`src/hdl/mpo_pkg.sv`:
```
// Purpose: Shared constants and types for the multipurpose output port.
// Assumes: AHB-Lite register bus, 32-bit data, one word per register.
// Notes: Offsets are byte addresses.
package mpo_pkg;
  // ==========================================================
  // Register map.
  localparam logic [7:0] MPO_OFF_FUNC_SEL = 8'h00;
  localparam logic [7:0] MPO_OFF_TIMER_START = 8'h04;
  localparam logic [7:0] MPO_OFF_TIMER_STOP = 8'h08;
  localparam logic [7:0] MPO_OFF_LATCH_ASSERT = 8'h0c;
  localparam logic [7:0] MPO_OFF_LATCH_NEGATE = 8'h10;
  localparam logic [7:0] MPO_OFF_CHAN_A_MODE_FIRST = 8'h14;
  localparam logic [7:0] MPO_OFF_CHAN_A_MODE_SECOND = 8'h18;
  localparam logic [7:0] MPO_OFF_CHAN_B_MODE_FIRST = 8'h1c;
  localparam logic [7:0] MPO_OFF_CHAN_B_MODE_SECOND = 8'h20;
  localparam logic [7:0] MPO_OFF_CHAN_A_COMMAND = 8'h24;
  localparam logic [7:0] MPO_OFF_STATUS = 8'h28;
  // ==========================================================
  // Reset values and field positions.
  localparam logic [7:0] MPO_FUNC_SEL_RST = 8'h00;
  localparam logic [7:0] MPO_LATCH_RST = 8'h00;
  localparam logic [7:0] MPO_MODE_RST = 8'h00;
  localparam logic [7:0] MPO_PINS_RST = 8'hff;
  localparam int MPO_MODE_FIRST_RTS_BIT = 7;
  localparam int MPO_MODE_SECOND_RTS_BIT = 5;
  localparam logic [3:0] MPO_CMD_RTS_ASSERT = 4'h8;
  localparam logic [3:0] MPO_CMD_RTS_NEGATE = 4'h9;
  localparam logic [7:0] MPO_AUTO_RTS_8N = 8'h93;
  localparam int MPO_ISR_TXA = 0;
  localparam int MPO_ISR_RXA = 1;
  localparam int MPO_ISR_TXB = 4;
  localparam int MPO_ISR_RXB = 5;
  localparam logic [1:0] MPO_SEL_LATCH = 2'h0;
  localparam logic [1:0] MPO_SEL_ALT1 = 2'h1;
  localparam logic [1:0] MPO_SEL_ALT2 = 2'h2;
  localparam logic [1:0] MPO_SEL_ALT3 = 2'h3;
  localparam logic [1:0] MPO_HTRANS_NONSEQ = 2'h2;

  // Channel side signals sampled from the UART core.
  typedef struct packed {
    logic tx_a_x16;
    logic tx_a_x1;
    logic rx_a_x1;
    logic tx_b_x1;
    logic rx_b_x1;
    logic tmr_out;
    logic tc_reached;
    logic tmr_mode;
    logic [7:0] interrupt_status;
  } mpo_chan_s;
endpackage

```
`src/hdl/mpo_port.sv`:
```
// Purpose: Eight multipurpose output pins of a dual UART with AHB-Lite registers.
// Assumes: Channel inputs come from the same clock domain; pins are plain outputs.
// Notes: Pin value 1 is high; an asserted latch drives its pin low.
//   Pins are registered, so every pin lags its cause by one clock; this keeps
//   glitches from the channel clock muxes off the package pins at the cost of
//   one cycle of delay. Set and clear writes are masked per pin with the
//   alternate-function map that stands in the data phase of the write.
`timescale 1ns/1ns
`default_nettype none
module mpo_port (
  input wire logic CLK,
  input wire logic ARST_N,
  input wire logic HSEL,
  input wire logic [31:0] HADDR,
  input wire logic [1:0] HTRANS,
  input wire logic HWRITE,
  input wire logic [2:0] HSIZE,
  input wire logic [31:0] HWDATA,
  input wire logic HREADY,
  output logic [31:0] HRDATA,
  output logic HREADYOUT,
  output logic HRESP,
  input wire mpo_pkg::mpo_chan_s CHAN,
  input wire logic CHAN_A_AUTO_RTS_N,
  input wire logic CHAN_B_AUTO_RTS_N,
  output logic TIMER_START,
  output logic TIMER_STOP,
  output logic [7:0] OUT_PIN
);
  // ==========================================================
  // State.
  typedef struct packed {
    logic ph_valid;
    logic ph_write;
    logic [7:0] ph_addr;
    logic [7:0] func_sel;
    logic [7:0] latch;
    logic [7:0] mode_a1;
    logic [7:0] mode_a2;
    logic [7:0] mode_b1;
    logic [7:0] mode_b2;
    logic rts_a;
    logic cnt_low;
    logic start_p;
    logic stop_p;
    logic [31:0] rdata;
    logic [7:0] pins;
  } mpo_state_s;

  mpo_state_s state_ff;
  mpo_state_s nxt_state;
  logic [7:0] alt_mask;
  logic [7:0] alt_val;
  logic rd_take;
  logic [7:0] wd;

  // Alternate-function flag for a channel: either mode bit routes the pin.
  function automatic logic pin_alt(input logic [7:0] m1, input logic [7:0] m2);
    pin_alt = m1[mpo_pkg::MPO_MODE_FIRST_RTS_BIT] | m2[mpo_pkg::MPO_MODE_SECOND_RTS_BIT];
  endfunction

  // Write bits that may reach latches: pins on alternate functions are dropped.
  function automatic logic [7:0] free_bits(input logic [7:0] d, input logic [7:0] m);
    free_bits = d & ~m;
  endfunction

  // ==========================================================
  // Pin routing. Every pin that is not on its latch is masked from set/clear.
  always_comb begin
    alt_mask = 8'h00;
    alt_val = 8'hff;
    alt_mask[0] = pin_alt(state_ff.mode_a1, state_ff.mode_a2);
    alt_mask[1] = pin_alt(state_ff.mode_b1, state_ff.mode_b2);
    // Auto request-to-send from the channel wins over the command bit when enabled.
    alt_val[0] = state_ff.mode_a1[mpo_pkg::MPO_MODE_FIRST_RTS_BIT] ?
                 CHAN_A_AUTO_RTS_N : ~state_ff.rts_a;
    alt_val[1] = CHAN_B_AUTO_RTS_N;
    alt_mask[2] = state_ff.func_sel[1:0] != mpo_pkg::MPO_SEL_LATCH;
    unique case (state_ff.func_sel[1:0])
      mpo_pkg::MPO_SEL_LATCH: alt_val[2] = 1'b1;
      mpo_pkg::MPO_SEL_ALT1: alt_val[2] = CHAN.tx_a_x16;
      mpo_pkg::MPO_SEL_ALT2: alt_val[2] = CHAN.tx_a_x1;
      default: alt_val[2] = CHAN.rx_a_x1;
    endcase
    alt_mask[3] = state_ff.func_sel[3:2] != mpo_pkg::MPO_SEL_LATCH;
    unique case (state_ff.func_sel[3:2])
      mpo_pkg::MPO_SEL_LATCH: alt_val[3] = 1'b1;
      // Counter mode shows a level held low from terminal count until stop.
      mpo_pkg::MPO_SEL_ALT1: alt_val[3] = CHAN.tmr_mode ? CHAN.tmr_out : ~state_ff.cnt_low;
      mpo_pkg::MPO_SEL_ALT2: alt_val[3] = CHAN.tx_b_x1;
      default: alt_val[3] = CHAN.rx_b_x1;
    endcase
    alt_mask[7:4] = state_ff.func_sel[7:4];
    alt_val[4] = ~CHAN.interrupt_status[mpo_pkg::MPO_ISR_RXA];
    alt_val[5] = ~CHAN.interrupt_status[mpo_pkg::MPO_ISR_RXB];
    alt_val[6] = ~CHAN.interrupt_status[mpo_pkg::MPO_ISR_TXA];
    alt_val[7] = ~CHAN.interrupt_status[mpo_pkg::MPO_ISR_TXB];
  end

  assign rd_take = HSEL && HREADY && HTRANS == mpo_pkg::MPO_HTRANS_NONSEQ && !HWRITE;
  assign wd = HWDATA[7:0];

  // ==========================================================
  // Next-state logic: bus phases, register writes, timer commands, pins.
  always_comb begin
    nxt_state = state_ff;
    nxt_state.start_p = 1'b0;
    nxt_state.stop_p = 1'b0;
    // Data phase of a write lands one cycle after its address phase.
    if (state_ff.ph_valid && state_ff.ph_write) begin
      unique case (state_ff.ph_addr)
        mpo_pkg::MPO_OFF_FUNC_SEL: nxt_state.func_sel = wd;
        // Masked so writes never reach pins on alternate functions.
        mpo_pkg::MPO_OFF_LATCH_ASSERT: nxt_state.latch = state_ff.latch | free_bits(wd, alt_mask);
        mpo_pkg::MPO_OFF_LATCH_NEGATE: nxt_state.latch = state_ff.latch & ~free_bits(wd, alt_mask);
        mpo_pkg::MPO_OFF_CHAN_A_MODE_FIRST: nxt_state.mode_a1 = wd;
        mpo_pkg::MPO_OFF_CHAN_A_MODE_SECOND: nxt_state.mode_a2 = wd;
        mpo_pkg::MPO_OFF_CHAN_B_MODE_FIRST: nxt_state.mode_b1 = wd;
        mpo_pkg::MPO_OFF_CHAN_B_MODE_SECOND: nxt_state.mode_b2 = wd;
        mpo_pkg::MPO_OFF_CHAN_A_COMMAND: begin
          if (wd[7:4] == mpo_pkg::MPO_CMD_RTS_ASSERT) begin
            nxt_state.rts_a = 1'b1;
          end else if (wd[7:4] == mpo_pkg::MPO_CMD_RTS_NEGATE) begin
            nxt_state.rts_a = 1'b0;
          end
        end
        default: begin
        end
      endcase
    end
    nxt_state.ph_valid = HSEL && HREADY && HTRANS == mpo_pkg::MPO_HTRANS_NONSEQ;
    nxt_state.ph_write = HWRITE;
    nxt_state.ph_addr = HADDR[7:0];
    // Reads are decoded in the address phase so data stands in the data phase.
    nxt_state.rdata = 32'h0000_0000;
    if (rd_take) begin
      unique case (HADDR[7:0])
        mpo_pkg::MPO_OFF_TIMER_START: nxt_state.start_p = 1'b1;
        mpo_pkg::MPO_OFF_TIMER_STOP: nxt_state.stop_p = 1'b1;
        mpo_pkg::MPO_OFF_STATUS: nxt_state.rdata = {16'h0000, state_ff.pins, state_ff.latch};
        mpo_pkg::MPO_OFF_CHAN_A_MODE_FIRST: nxt_state.rdata = {24'h000000, state_ff.mode_a1};
        mpo_pkg::MPO_OFF_CHAN_A_MODE_SECOND: nxt_state.rdata = {24'h000000, state_ff.mode_a2};
        mpo_pkg::MPO_OFF_CHAN_B_MODE_FIRST: nxt_state.rdata = {24'h000000, state_ff.mode_b1};
        mpo_pkg::MPO_OFF_CHAN_B_MODE_SECOND: nxt_state.rdata = {24'h000000, state_ff.mode_b2};
        default: nxt_state.rdata = 32'h0000_0000;
      endcase
    end
    // Counter output falls at terminal count; a stop wins and raises it again.
    if (state_ff.stop_p) begin
      nxt_state.cnt_low = 1'b0;
    end else if (CHAN.tc_reached && !CHAN.tmr_mode) begin
      nxt_state.cnt_low = 1'b1;
    end
    // Latched pins are low while their latch is asserted.
    nxt_state.pins = (alt_mask & alt_val) | (~alt_mask & ~state_ff.latch);
  end

  // ==========================================================
  // State register; reset leaves every pin high.
  always_ff @(posedge CLK or negedge ARST_N) begin
    if (!ARST_N) begin
      state_ff <= '0;
      state_ff.func_sel <= mpo_pkg::MPO_FUNC_SEL_RST;
      state_ff.latch <= mpo_pkg::MPO_LATCH_RST;
      state_ff.mode_a1 <= mpo_pkg::MPO_MODE_RST;
      state_ff.pins <= mpo_pkg::MPO_PINS_RST;
    end else begin
      state_ff <= nxt_state;
    end
  end

  assign HRDATA = state_ff.rdata;
  assign HREADYOUT = 1'b1;
  assign HRESP = 1'b0;
  assign TIMER_START = state_ff.start_p;
  assign TIMER_STOP = state_ff.stop_p;
  assign OUT_PIN = state_ff.pins;

  // ==========================================================
  // Checks.
  set_drives_low_a: assert property (@(posedge CLK) disable iff (!ARST_N)
    (state_ff.ph_valid && state_ff.ph_write && state_ff.ph_addr == mpo_pkg::MPO_OFF_LATCH_ASSERT
     && state_ff.func_sel[4] == 1'b0 && wd[4]) |=> state_ff.latch[4])
    else $error("set write did not assert latch four");
  latch_holds_a: assert property (@(posedge CLK) disable iff (!ARST_N)
    (state_ff.latch[5] && !(state_ff.ph_valid && state_ff.ph_write
     && state_ff.ph_addr == mpo_pkg::MPO_OFF_LATCH_NEGATE)) |=> state_ff.latch[5])
    else $error("asserted latch dropped without clear write");
  clear_drives_high_a: assert property (@(posedge CLK) disable iff (!ARST_N)
    (state_ff.ph_valid && state_ff.ph_write && state_ff.ph_addr == mpo_pkg::MPO_OFF_LATCH_NEGATE
     && !alt_mask[6] && wd[6]) |=> !state_ff.latch[6])
    else $error("clear write did not negate latch six");
  alt_protect_a: assert property (@(posedge CLK) disable iff (!ARST_N)
    (alt_mask[7] && $stable(alt_mask[7])) |=> $stable(state_ff.latch[7]))
    else $error("latch of alternate pin changed");
  rx_ready_pin_a: assert property (@(posedge CLK) disable iff (!ARST_N)
    (state_ff.func_sel[4] && $stable(state_ff.func_sel[4])) |=>
    OUT_PIN[4] == !$past(CHAN.interrupt_status[mpo_pkg::MPO_ISR_RXA]))
    else $error("pin four not inverted receive ready");
  tx_ready_pin_a: assert property (@(posedge CLK) disable iff (!ARST_N)
    state_ff.func_sel[6] |=> OUT_PIN[6] == !$past(CHAN.interrupt_status[mpo_pkg::MPO_ISR_TXA]))
    else $error("pin six not inverted transmit ready");
  start_read_a: assert property (@(posedge CLK) disable iff (!ARST_N)
    (rd_take && HADDR[7:0] == mpo_pkg::MPO_OFF_TIMER_START) |=> TIMER_START ##1 !TIMER_START)
    else $error("start read gave no single start pulse");
  stop_read_a: assert property (@(posedge CLK) disable iff (!ARST_N)
    (rd_take && HADDR[7:0] == mpo_pkg::MPO_OFF_TIMER_STOP) |=> TIMER_STOP)
    else $error("stop read gave no stop pulse");
  count_low_a: assert property (@(posedge CLK) disable iff (!ARST_N)
    (state_ff.cnt_low && !state_ff.stop_p) |=> state_ff.cnt_low)
    else $error("counter output rose without stop");

  // ==========================================================
  // Pin routing checks; each pin lags its source by one clock.

  // Pin two on its latch shows the inverted latch.
  pin2_latch_a: assert property (@(posedge CLK) disable iff (!ARST_N)
    state_ff.func_sel[1:0] == mpo_pkg::MPO_SEL_LATCH |=> OUT_PIN[2] == !$past(state_ff.latch[2]))
    else $error("pin two not on its latch");

  // Pin two shows the channel A transmit 16x clock.
  pin2_fast_clk_a: assert property (@(posedge CLK) disable iff (!ARST_N)
    state_ff.func_sel[1:0] == mpo_pkg::MPO_SEL_ALT1 |=> OUT_PIN[2] == $past(CHAN.tx_a_x16))
    else $error("pin two not on transmit 16x clock");

  // Pin two shows the channel A transmit 1x clock.
  pin2_tx_clk_a: assert property (@(posedge CLK) disable iff (!ARST_N)
    state_ff.func_sel[1:0] == mpo_pkg::MPO_SEL_ALT2 |=> OUT_PIN[2] == $past(CHAN.tx_a_x1))
    else $error("pin two not on transmit 1x clock");

  // Pin two shows the channel A receive 1x clock.
  pin2_rx_clk_a: assert property (@(posedge CLK) disable iff (!ARST_N)
    state_ff.func_sel[1:0] == mpo_pkg::MPO_SEL_ALT3 |=> OUT_PIN[2] == $past(CHAN.rx_a_x1))
    else $error("pin two not on receive 1x clock");

  // Pin three on its latch shows the inverted latch.
  pin3_latch_a: assert property (@(posedge CLK) disable iff (!ARST_N)
    state_ff.func_sel[3:2] == mpo_pkg::MPO_SEL_LATCH |=> OUT_PIN[3] == !$past(state_ff.latch[3]))
    else $error("pin three not on its latch");

  // Timer mode passes the square wave straight out.
  pin3_timer_a: assert property (@(posedge CLK) disable iff (!ARST_N)
    (state_ff.func_sel[3:2] == mpo_pkg::MPO_SEL_ALT1 && CHAN.tmr_mode) |=>
    OUT_PIN[3] == $past(CHAN.tmr_out))
    else $error("pin three not on timer output");

  // Counter mode shows the held level.
  pin3_count_a: assert property (@(posedge CLK) disable iff (!ARST_N)
    (state_ff.func_sel[3:2] == mpo_pkg::MPO_SEL_ALT1 && !CHAN.tmr_mode) |=>
    OUT_PIN[3] == !$past(state_ff.cnt_low))
    else $error("pin three not on counter level");

  // Pin three shows the channel B transmit 1x clock.
  pin3_tx_clk_a: assert property (@(posedge CLK) disable iff (!ARST_N)
    state_ff.func_sel[3:2] == mpo_pkg::MPO_SEL_ALT2 |=> OUT_PIN[3] == $past(CHAN.tx_b_x1))
    else $error("pin three not on channel B transmit clock");

  // Pin three shows the channel B receive 1x clock.
  pin3_rx_clk_a: assert property (@(posedge CLK) disable iff (!ARST_N)
    state_ff.func_sel[3:2] == mpo_pkg::MPO_SEL_ALT3 |=> OUT_PIN[3] == $past(CHAN.rx_b_x1))
    else $error("pin three not on channel B receive clock");

  // Pin four on its latch shows the inverted latch.
  pin4_latch_a: assert property (@(posedge CLK) disable iff (!ARST_N)
    !state_ff.func_sel[4] |=> OUT_PIN[4] == !$past(state_ff.latch[4]))
    else $error("pin four not on its latch");

  // Pin five shows inverted receive ready of channel B.
  rxb_pin_a: assert property (@(posedge CLK) disable iff (!ARST_N)
    state_ff.func_sel[5] |=> OUT_PIN[5] == !$past(CHAN.interrupt_status[mpo_pkg::MPO_ISR_RXB]))
    else $error("pin five not inverted receive ready");

  // Pin seven shows inverted transmit ready of channel B.
  txb_pin_a: assert property (@(posedge CLK) disable iff (!ARST_N)
    state_ff.func_sel[7] |=> OUT_PIN[7] == !$past(CHAN.interrupt_status[mpo_pkg::MPO_ISR_TXB]))
    else $error("pin seven not inverted transmit ready");

  // Pin seven on its latch shows the inverted latch.
  pin7_latch_a: assert property (@(posedge CLK) disable iff (!ARST_N)
    !state_ff.func_sel[7] |=> OUT_PIN[7] == !$past(state_ff.latch[7]))
    else $error("pin seven not on its latch");

  // ==========================================================
  // Counter level and command pulse checks.

  // Terminal count in counter mode pulls the level low.
  count_fall_a: assert property (@(posedge CLK) disable iff (!ARST_N)
    (CHAN.tc_reached && !CHAN.tmr_mode && !state_ff.stop_p) |=> state_ff.cnt_low)
    else $error("terminal count did not pull counter level low");

  // A stop command always raises the level again.
  count_rise_a: assert property (@(posedge CLK) disable iff (!ARST_N)
    state_ff.stop_p |=> !state_ff.cnt_low)
    else $error("stop command did not raise counter level");

  // A start pulse only ever follows a start read.
  start_cause_a: assert property (@(posedge CLK) disable iff (!ARST_N)
    TIMER_START |-> $past(rd_take && HADDR[7:0] == mpo_pkg::MPO_OFF_TIMER_START))
    else $error("start pulse without start read");

  // A stop pulse only ever follows a stop read.
  stop_cause_a: assert property (@(posedge CLK) disable iff (!ARST_N)
    TIMER_STOP |-> $past(rd_take && HADDR[7:0] == mpo_pkg::MPO_OFF_TIMER_STOP))
    else $error("stop pulse without stop read");

  // ==========================================================
  // Register and pin zero/one checks.

  // A set or clear write leaves an alternate-function latch alone.
  pin2_protect_a: assert property (@(posedge CLK) disable iff (!ARST_N)
    (state_ff.ph_valid && state_ff.ph_write && alt_mask[2]) |=>
    state_ff.latch[2] == $past(state_ff.latch[2]))
    else $error("latch of pin two changed on alternate function");

  // The status read returns the latch byte.
  status_read_a: assert property (@(posedge CLK) disable iff (!ARST_N)
    (rd_take && HADDR[7:0] == mpo_pkg::MPO_OFF_STATUS) |=>
    HRDATA[7:0] == $past(state_ff.latch))
    else $error("status read lost the latch byte");

  // A mode write is stored whole.
  mode_store_a: assert property (@(posedge CLK) disable iff (!ARST_N)
    (state_ff.ph_valid && state_ff.ph_write
     && state_ff.ph_addr == mpo_pkg::MPO_OFF_CHAN_A_MODE_FIRST) |=> state_ff.mode_a1 == $past(wd))
    else $error("mode write not stored");

  // Command code eight asserts request-to-send.
  rts_on_a: assert property (@(posedge CLK) disable iff (!ARST_N)
    (state_ff.ph_valid && state_ff.ph_write && state_ff.ph_addr == mpo_pkg::MPO_OFF_CHAN_A_COMMAND
     && wd[7:4] == mpo_pkg::MPO_CMD_RTS_ASSERT) |=> state_ff.rts_a)
    else $error("assert command did not set request-to-send");

  // Command code nine negates request-to-send.
  rts_off_a: assert property (@(posedge CLK) disable iff (!ARST_N)
    (state_ff.ph_valid && state_ff.ph_write && state_ff.ph_addr == mpo_pkg::MPO_OFF_CHAN_A_COMMAND
     && wd[7:4] == mpo_pkg::MPO_CMD_RTS_NEGATE) |=> !state_ff.rts_a)
    else $error("negate command did not clear request-to-send");

  // Automatic request-to-send drives pin zero.
  pin0_auto_a: assert property (@(posedge CLK) disable iff (!ARST_N)
    state_ff.mode_a1[mpo_pkg::MPO_MODE_FIRST_RTS_BIT] |=> OUT_PIN[0] == $past(CHAN_A_AUTO_RTS_N))
    else $error("pin zero not on automatic request-to-send");

  // Command-driven request-to-send drives pin zero low while set.
  pin0_cmd_a: assert property (@(posedge CLK) disable iff (!ARST_N)
    (!state_ff.mode_a1[mpo_pkg::MPO_MODE_FIRST_RTS_BIT]
     && state_ff.mode_a2[mpo_pkg::MPO_MODE_SECOND_RTS_BIT]) |=> OUT_PIN[0] == !$past(state_ff.rts_a))
    else $error("pin zero not on command request-to-send");

  // Pin zero off its alternate function follows its latch.
  pin0_latch_a: assert property (@(posedge CLK) disable iff (!ARST_N)
    !alt_mask[0] |=> OUT_PIN[0] == !$past(state_ff.latch[0]))
    else $error("pin zero not on its latch");

  // Pin one on its alternate function follows channel B.
  pin1_auto_a: assert property (@(posedge CLK) disable iff (!ARST_N)
    alt_mask[1] |=> OUT_PIN[1] == $past(CHAN_B_AUTO_RTS_N))
    else $error("pin one not on channel B request-to-send");

  // The first edge after reset shows every pin high.
  reset_pins_a: assert property (@(posedge CLK) disable iff (!ARST_N)
    $rose(ARST_N) |-> (OUT_PIN == mpo_pkg::MPO_PINS_RST && state_ff.func_sel == 8'h00))
    else $error("pins not high after reset");
endmodule // mpo_port
`default_nettype wire

```
`config.mk`:
```
export PLATFORM = sky130hd
export DESIGN_NAME = mpo_port
export DESIGN_NICKNAME = d
export VERILOG_FILES = /design/src/hdl/mpo_pkg.sv /design/src/hdl/mpo_port.sv
export SDC_FILE = /design/constraint.sdc
export NUM_CORES = 1
export LEC_CHECK = 0
export ABC_AREA = 1
export BUFFER_PORTS_ARGS = -buffer_cell sky130_fd_sc_hd__buf_2
export CAP_MARGIN = 20
export CELL_PAD_IN_SITES_DETAIL_PLACEMENT = 0
export CELL_PAD_IN_SITES_GLOBAL_PLACEMENT = 1
export CORE_MARGIN = 5
export CORE_UTILIZATION = 40
export DETAILED_ROUTE_END_ITERATION = 6
export HOLD_SLACK_MARGIN = 0.06
export PLACE_DENSITY = 0.95
export SYNTH_ARGS = -nofsm -noshare
export SYNTH_HDL_FRONTEND = slang
export SYNTH_SLANG_ARGS = --single-unit
```
`constraint.sdc`:
```
create_clock -name CLK -period 2.45 [get_ports CLK]
set_input_delay 0.245 -clock CLK [delete_from_list [all_inputs] [get_ports CLK]]
set_output_delay 0.245 -clock CLK [all_outputs]
set_load 0.02 [all_outputs]
```
==> qor.yml, run 1 <==
yosys.area.top_type_share_pct: 46.6
fmax_ghz: 0.551
worstSkewPairLatency_ns: 0.37
critical_path_class: "input port to flip-flop"
cts_tree: "built"
portBuffers: 62
drv_slew: 0
io_pins: 136
hold_viol: 0
rows: 37
clockBufferDepth: 2
rsz0062_at_grt: "no"
tightest_slew_ns: 0.725
drt-pass1-iter-count: 5
die-area_sq_um: 12600
ys_top_cells_by_count: "nand2_1, dfrtp_1, nand3_1"
outcome: "finished, final reports clean"
grt_pass1_vias: 3230
drtIter0Drc: 206
overflow: 0
cts_buffers: 9
track_usage_pct: 15.9
wl_per_cell_microns: 14.4
grt_max_degree: 47
avgSynthCellArea_sq_um: 9.06
r2r-start: "state_ff[101]"
core_sq_um: 10300
synth_area_sq_um: 4190
vias: 3256
critPathMaxFanout: 8
power_density_nw_per_um2: 554
synth_edf_count: 0
yosysSeqAreaShare_pct: 51.6
clk_pin_slew_ns: 0.09
cap_violations: 0
route.detailed.drc: 0
synthCells: 463
grt_pass1_wl_mm: 16.0
yosysMostFrequentCell: "nand2_1"
drive_gt1_share_pct: 25.2
rr_endpoint: "state_ff[74]"
arrival_ns: 2.12
cp-end-kind: "flip-flop"
drtAntennaViolNets: 0
synthTopCellsByArea: "dfrtp_1, buf_4, nand3_1"
min_period_ns: 1.82
initial_core_util_pct: 40.8
cp_data_required_time_ns: 2.75
detail_route.vias_per_cell: 4.93
slew_headroom_pct: 51.5
ir_worst_vdd_mv: 0.229
ys_ff_latch: 86
ff2ff_path_depth: 6
synth_area_leader_cell: "dfrtp_1"
r2r_slack_ns: 0.76
ys_async_sr_fraction_pct: 100
place_congestion: 0.866
dieHeight_microns: 112
final_nets: 611
cp-start-kind: "input port"
antenna_cells: 0
yosysWarnings: 0
dominantRegCellSynth: "dfrtp_1"
antenna_found_initial: 0
tns_ns: 0
cts-root-buf: "clkbuf_8"
htree_levels: 3
holdPathEnd: "state_ff[101]"
hold_path_class: "input port to flip-flop"
min_path_cells: 2
syn_to_final_growth_pct: 12.3
dp_hpwl_mm: 6.80
period_share_pct: 74.1
skew_ns: 0.00751
hold_start: "HTRANS[0]"
wl_mm: 9.53
leakage_nw: 2.34
die_w_microns: 112
setup_viol: 0
clock_sinks: 86
synth.distinct_cells: 34
report.power.total_mw: 2.61
-- routing by layer --
layer | up-vias | wire length, microns | global-route usage, %
li1 | 1588 | - | -
met1 | 1546 | 4090 | 20.6
met2 | 104 | 4480 | 25.1
met3 | 18 | 714 | 3.88
met4 | 0 | 246 | 7.77
met5 | - | 0 | 0
-- report_power, final --
part	total (mW)	switching (mW)	internal [mW]
clock network	0.937	0.556	0.381
registers	1.46	0.0132	1.44
logic	0.212	0.147	0.0653
-- sequential cells by signal, indices dropped and copies added, names as in the netlist, named ones only --
name         cells
state_ff        48
HRDATA          16
OUT_PIN          8
alt_mask         4
TIMER_START      1
TIMER_STOP       1
-- worst max-delay path by stage --
stage	slack [ns]	start	depth (start not counted)	end
3_3_place_gp	0.87	state_ff[101]	6	state_ff[74]
2_1_floorplan	1.16	state_ff[99]	7	state_ff[59]
4_1_cts	0.64	HADDR[0]	9	HRDATA[5]
6_report	0.63	HADDR[0]	9	HRDATA[5]
3_5_place_dp	0.77	state_ff[101]	6	state_ff[74]
5_1_grt	0.40	HADDR[0]	9	HRDATA[7]
-- cell usage in the layout, fill, tap and decap left out --
cell type,Yosys,final
nand3_4,1,1
nor2_2,4,4
o21ai_1,12,12
buf_4,46,5
buf_2,1,61
inv_2,1,1
o21ai_2,13,13
clkinvlp_4,0,1
dfrtp_1,78,78
buf_12,0,1
nor3_4,1,1
dfstp_2,8,8
clkbuf_8,0,9
nand4_1,10,10
o2111ai_1,2,2
nor2_4,4,4
inv_6,0,3
dlygate4sd3_1,0,14
nand3_2,1,1
or2_2,2,2
nor4_4,1,1
nor2_1,50,50
clkinv_4,0,2
nor3_1,6,6
a21oi_2,2,2
mux2i_1,5,5
inv_1,31,31
nand4_2,2,2
nand3_1,64,64
o21ai_0,10,10
o211ai_1,1,1
a21oi_1,8,8
conb_1,2,18
nand2_1,82,82
nand3b_1,1,1
clkinv_2,1,2
nor3_2,1,1
nand2_2,7,7
-- stage by stage --
step | utilization (%) | instance area, sq um | instances | hold WS [ns] | setup WS (ns)
3_3_place_gp | 42.7 | 4390 | 630 | 0.244 | 0.867
3_5_place_dp | 42.7 | 4390 | 630 | 0.249 | 0.770
5_1_grt | 45.8 | 4710 | 660 | 0.0768 | 0.400
6_report | 45.8 | 4710 | 660 | 0.0813 | 0.635
4_1_cts | 45.8 | 4710 | 660 | 0.0762 | 0.637
2_1_floorplan | - | 4250 | 479 | -0.0506 | 1.16
-- layout make-up --
class / count / area, sq um
inverters: 33 / 125
well taps: 136 / 170
repair buffers: 81 / 503
flip-flops and latches: 86 / 2160
clock inverters: 7 / 56.3
multi-input cells: 308 / 1570
fillers: 1008 / 5570
clock buffers: 9 / 124
-- kinds of logic after synthesis --
kind of cell    share of synthesized area, %
mux                                     1.19
simple gates                            27.2
buf+inv                                 12.5
other cells                            0.179
compound gates                          7.31
flops                                   51.6
-- worst max-delay path: stages --
cell and delay (ns):
dlygate4sd3_1 0.53, buf_2 0.13, inv_1 0.05, nand2_2 0.12, nor2_1 0.55, nand3_1 0.15
nand3_1 0.17, nor2_1 0.06, nor2_1 0.09
-- what timing repair did --
action,4_1_cts,5_1_grt
resized for setup,0,0
setup buffers,0,0
endpoints found under the hold margin,47,0
hold buffers,14,0
Power figures use the tool's default switching activity.
==> run 2: changes to the inputs <==
--- a/config.mk
+++ b/config.mk
@@ -11,10 +11,10 @@
 export CELL_PAD_IN_SITES_DETAIL_PLACEMENT = 0
 export CELL_PAD_IN_SITES_GLOBAL_PLACEMENT = 1
 export CORE_MARGIN = 5
-export CORE_UTILIZATION = 40
+export CORE_UTILIZATION = 34
 export DETAILED_ROUTE_END_ITERATION = 6
 export HOLD_SLACK_MARGIN = 0.06
-export PLACE_DENSITY = 0.95
+export PLACE_DENSITY = 0.88
 export SYNTH_ARGS = -nofsm -noshare
 export SYNTH_HDL_FRONTEND = slang
 export SYNTH_SLANG_ARGS = --single-unit
==> constraint.sdc (replaced) <==
create_clock -name CLK -period 1.5 [get_ports CLK]
set_input_delay 0.15 -clock CLK [delete_from_list [all_inputs] [get_ports CLK]]
set_output_delay 0.15 -clock CLK [all_outputs]
set_load 0.02 [all_outputs]
==> qor.yml, run 2 (synthesis results as in run 1) <==
outcome: "finished, final reports clean"
initial_core_util_pct: 34.8
hold_viol: 0
drv_slew: 0
overflow: 0
p_sw_mw: 1.20
vias: 3366
critPathMaxFanout: 12
post-route-cell-area_sq_um: 5230
tns_ns: 0
hold_path_class: "input port to flip-flop"
core_sq_um: 12100
cp-start-kind: "input port"
top_register: "state_ff"
report.power.total_mw: 5.21
wl_mm: 10.0
dp_slack_ns: 0.0559
place_congestion: 0.820
nFillCells: 1160
drt-pass1-iter-count: 5
rows: 40
clk_pin_slew_ns: 0.06
cts_buffers: 9
portBuffers: 62
io_pins: 136
cts_tree: "built"
p_int_mw: 4.01
pwr-share-seq_pct: 45.7
mostFrequentLayoutCells: "nand2_1, dfrtp_1, buf_2, nand3_1, nor2_1"
clock_sinks: 86
pwr-share-comb_pct: 7.6
cap_violations: 0
setup_viol: 0
antenna_found_initial: 0
drive_gt1_share_pct: 29.5
final_nets: 637
antenna_cells: 0
fmax_ghz: 0.695
min_path_cells: 3
die-area_sq_um: 14700
ir_worst_vdd_mv: 0.573
detail_route.vias_per_cell: 4.69
hold_slack_ns: 0.0838
netSwitchingFraction_pct: 23.0
critical_path_class: "input port to flip-flop"
pwr-share-clk_pct: 46.7
post_dp_cell_area_sq_um: 4560
route.detailed.drc: 0
syn_to_final_growth_pct: 24.6
instances_no_fill: 718
dieHeight_microns: 121
fin_util_pct: 43.3
wl_per_cell_microns: 13.9
skew_ns: 0.0104
ff2ff_path_depth: 6
power_density_nw_per_um2: 997
postLayoutSetupSlackWorst_ns: 0.0610
grt_pass1_vias: 3346
htree_levels: 3
largest_register_ffs: 48
dp_hpwl_mm: 7.11
clockBufferDepth: 2
place_inst: 677
die_w_microns: 121
leakage_nw: 2.58
rsz0062_at_grt: "yes"
cp_data_required_time_ns: 1.77
min_period_ns: 1.44
final_common_cell: "nand2_1"
arrival_ns: 1.71
track_usage_pct: 14.2
drtIter0Drc: 271
cp-end-kind: "flip-flop"
period_share_pct: 95.9
drtAntennaViolNets: 0
grt_pass1_wl_mm: 16.4
worstSkewPairLatency_ns: 0.34
cts-root-buf: "clkbuf_16"
grt_max_degree: 51
run 2: cell types whose count changed in the layout (fill, tap and decap cells not counted), sizes merged:
cell / change
buf: +19
clkbuf: +3
clkinv: -2
dlygate4sd3: +5
inv: -2
clkinvlp: +1
bufinv: +2
run 2: final timing paths:
path	slack, ns	end	startpoint
max	0.06	HRDATA[6]	HADDR[5]
min	0.08	OUT_PIN[3]	CHAN[11]
max reg2reg	0.08	state_ff[48]	state_ff[92]
min reg2reg	0.41	state_ff[42]	TIMER_STOP
max in group asynchronous	0.70	OUT_PIN[1]	ARST_N
min in group asynchronous	0.21	state_ff[86]	ARST_N
run 2: worst max-delay path, stage by stage:
cell and delay, ns:
dlygate4sd3_1 0.53, buf_2 0.14, inv_1 0.05, nand2_1 0.08, nor2_4 0.14, buf_12 0.13
clkbuf_16 0.15, nand3_1 0.07, nand3_1 0.12, nor2_2 0.05, nor2_1 0.08
run 2: layout make-up:
type                    instances  area [sq um]  area share, %
clock buffers                  10           239           4.57
flip-flops and latches         86          2160           41.4
clock inverters                 6          92.6           1.77
well taps                     168           210           4.02
multi-input cells             308          1610           30.9
inverters                      33           125           2.39
repair buffers                107           783           15.0
run 2: what timing repair did:
| item | CTS | global route |
|---|---|---|
| hold buffers | 19 | 0 |
| setup buffers | 0 | 4 |
| endpoints found under the hold margin | 98 | 0 |
| endpoints found under the setup margin | 0 | 26 |
| resized for setup | 0 | 12 |
run 2: routing by layer:
metal / up-vias / share of wire, % / global-route usage, %
met5: - / 0 / 0
met4: 0 / 1.6 / 4.75
met3: 13 / 6.5 / 3.31
met2: 111 / 47 / 22.3
met1: 1612 / 45 / 19.2
li1: 1630 / - / -
run 2: power by group through the flow:
stage | clock, mW | combinational, mW | sequential (mW)
2_1_floorplan | 0 | 0.217 | 2.42
3_3_place_gp | 0 | 0.333 | 2.42
3_5_place_dp | 0 | 0.339 | 2.42
4_1_cts | 2.48 | 0.377 | 2.38
5_1_grt | 2.58 | 0.436 | 2.38
6_report | 2.43 | 0.395 | 2.38
==> run 3: changes to the inputs <==
--- a/config.mk
+++ b/config.mk
@@ -8,7 +8,7 @@
 export ABC_AREA = 1
 export BUFFER_PORTS_ARGS = -buffer_cell sky130_fd_sc_hd__buf_2
 export CAP_MARGIN = 20
-export CELL_PAD_IN_SITES_DETAIL_PLACEMENT = 0
+export CELL_PAD_IN_SITES_DETAIL_PLACEMENT = 1
 export CELL_PAD_IN_SITES_GLOBAL_PLACEMENT = 1
 export CORE_MARGIN = 5
 export CORE_UTILIZATION = 34
==> constraint.sdc (replaced) <==
create_clock -name CLK -period 1.3 [get_ports CLK]
set_input_delay 0.13 -clock CLK [delete_from_list [all_inputs] [get_ports CLK]]
set_output_delay 0.13 -clock CLK [all_outputs]
set_load 0.02 [all_outputs]
==> qor.yml, run 3 (synthesis results as in run 1) <==
drtAntennaViolNets: 0
cp_data_required_time_ns: 1.54
hold_start: "CHAN[11]"
die_w_microns: 121
path_delay_family: "simple AND/OR/NAND/NOR gates"
skew_ns: 0.00717
die-area_sq_um: 14700
wl_mm: 13.5
route.detailed.drc: 4
dp_hpwl_mm: 8.65
power_density_nw_per_um2: 1090
vias: 3706
grt_pass1_vias: 4160
ff2ff_path_depth: 7
mostFrequentLayoutCells: "dfrtp_1, nand2_1, nand3_1, buf_2, nor2_1"
cts_tree: "built"
arrival_ns: 1.68
top_register: "state_ff"
nFillCells: 1399
cp-start-kind: "flip-flop"
clock_sinks: 86
holdPathEnd: "OUT_PIN[3]"
final_common_cell: "dfrtp_1"
io_pins: 136
place_congestion: 0.868
leakage_nw: 2.65
largest_register_ffs: 48
violations: "DRC, setup timing"
period_share_pct: 111
antenna_found_initial: 0
cap_violations: 0
initial_core_util_pct: 34.8
crit_path_max_incr_delay_ns: 0.41
clockBufferDepth: 2
rows: 40
portBuffers: 62
worstSkewPairLatency_ns: 0.35
critPathMaxFanout: 8
postLayoutSetupSlackWorst_ns: -0.142
cts-root-buf: "clkbuf_16"
fmax_ghz: 0.694
detail_route.vias_per_cell: 5.06
hold_viol: 0
cp-end-kind: "flip-flop"
dp_slack_ns: -0.113
rsz0062_at_grt: "yes"
drive_gt1_share_pct: 34.0
r2r-start: "state_ff[93]"
core_sq_um: 12100
drt-pass1-iter-count: 7
ir_worst_vdd_mv: 0.637
r2r_slack_ns: -0.14
drtIter0Drc: 251
overflow: 0
crit_chain: "nor2_1 -> nand3_2 -> o21ai_2 -> buf_4 -> nand3_1 -> nand2_1 -> nand2_1"
critical_path_class: "flip-flop to flip-flop"
worst-path-buf-inv: 1
hold_slack_ns: 0.0777
min_period_ns: 1.44
cts_buffers: 9
grt_pass1_wl_mm: 21.6
report.power.total_mw: 5.86
crit_slowest_cell: "dfrtp_1"
final_nets: 652
crit_top_cell: "nand2_1"
outcome: "complete, but fails checks"
track_usage_pct: 19.2
hold_path_class: "input port to flip-flop"
clk_pin_slew_ns: 0.07
dieHeight_microns: 121
grt_max_degree: 29
drv_slew: 0
wl_per_cell_microns: 18.4
min_path_cells: 3
setup_viol: 45
syn_to_final_growth_pct: 27.9
antenna_cells: 0
htree_levels: 3
[run 3: layout make-up]
| type | instances | area, sq um | area share [%] |
|---|---|---|---|
| inverters | 33 | 125 | 2.33 |
| clock buffers | 11 | 233 | 4.34 |
| well taps | 168 | 210 | 3.92 |
| flip-flops and latches | 86 | 2160 | 40.3 |
| clock inverters | 5 | 60.1 | 1.12 |
| multi-input cells | 310 | 1700 | 31.6 |
| repair buffers | 120 | 876 | 16.3 |
[run 3: how the worst max path moves through the flow]
stage                         to         start  depth (start not counted)
floorplan           state_ff[59]  state_ff[99]                          7
global placement       flip-flop  state_ff[99]                          7
detailed placement     flip-flop  state_ff[99]                          7
CTS                 state_ff[65]  state_ff[98]                          7
global route           flip-flop  state_ff[98]                          7
finish                 flip-flop  state_ff[93]                          7
[run 3: worst min-delay path, cell delays in order]
cell,delay (ns)
buf_2,0.08
nand3_1,0.08
o2111ai_1,0.10
[run 3: metrics by stage]
| step | cell area (sq um) | std cells | utilization (%) | TNS, ns |
|---|---|---|---|---|
| floorplan | 4250 | 479 | - | 0 |
| finish | 5360 | 733 | 44.5 | -3.40 |
| global placement | 4690 | 691 | 38.9 | -0.699 |
| global route | 5360 | 733 | 44.5 | -6.69 |
| detailed placement | 4690 | 691 | 38.9 | -3.45 |
| CTS | 5290 | 731 | 43.8 | -2.37 |
[run 3: timing repair]
| action | 4_1_cts | 5_1_grt |
|---|---|---|
| endpoints found under the setup margin | 49 | 49 |
| endpoints found under the hold margin | 90 | 0 |
| gates resized for setup | 23 | 21 |
| pin swaps | 7 | 4 |
| gates cloned | 1 | 1 |
| buffers inserted | 3 | 1 |
| hold buffers | 20 | 0 |
[run 3: where the power goes]
group,internal (mW),total (mW),switching (mW)
Combinational,0.179,0.516,0.337
Sequential,2.72,2.75,0.0275
Clock,1.49,2.59,1.10
Total,4.40,5.86,1.46
[run 3: per-layer routing]
| metal | up-vias | GRT usage (%) | share of wire [%] |
|---|---|---|---|
| met4 | 0 | 9.07 | 2.8 |
| met1 | 1864 | 21.7 | 39 |
| met5 | - | 0 | 0 |
| met3 | 33 | 4.57 | 6.4 |
| li1 | 1657 | - | - |
| met2 | 152 | 33.9 | 52 |
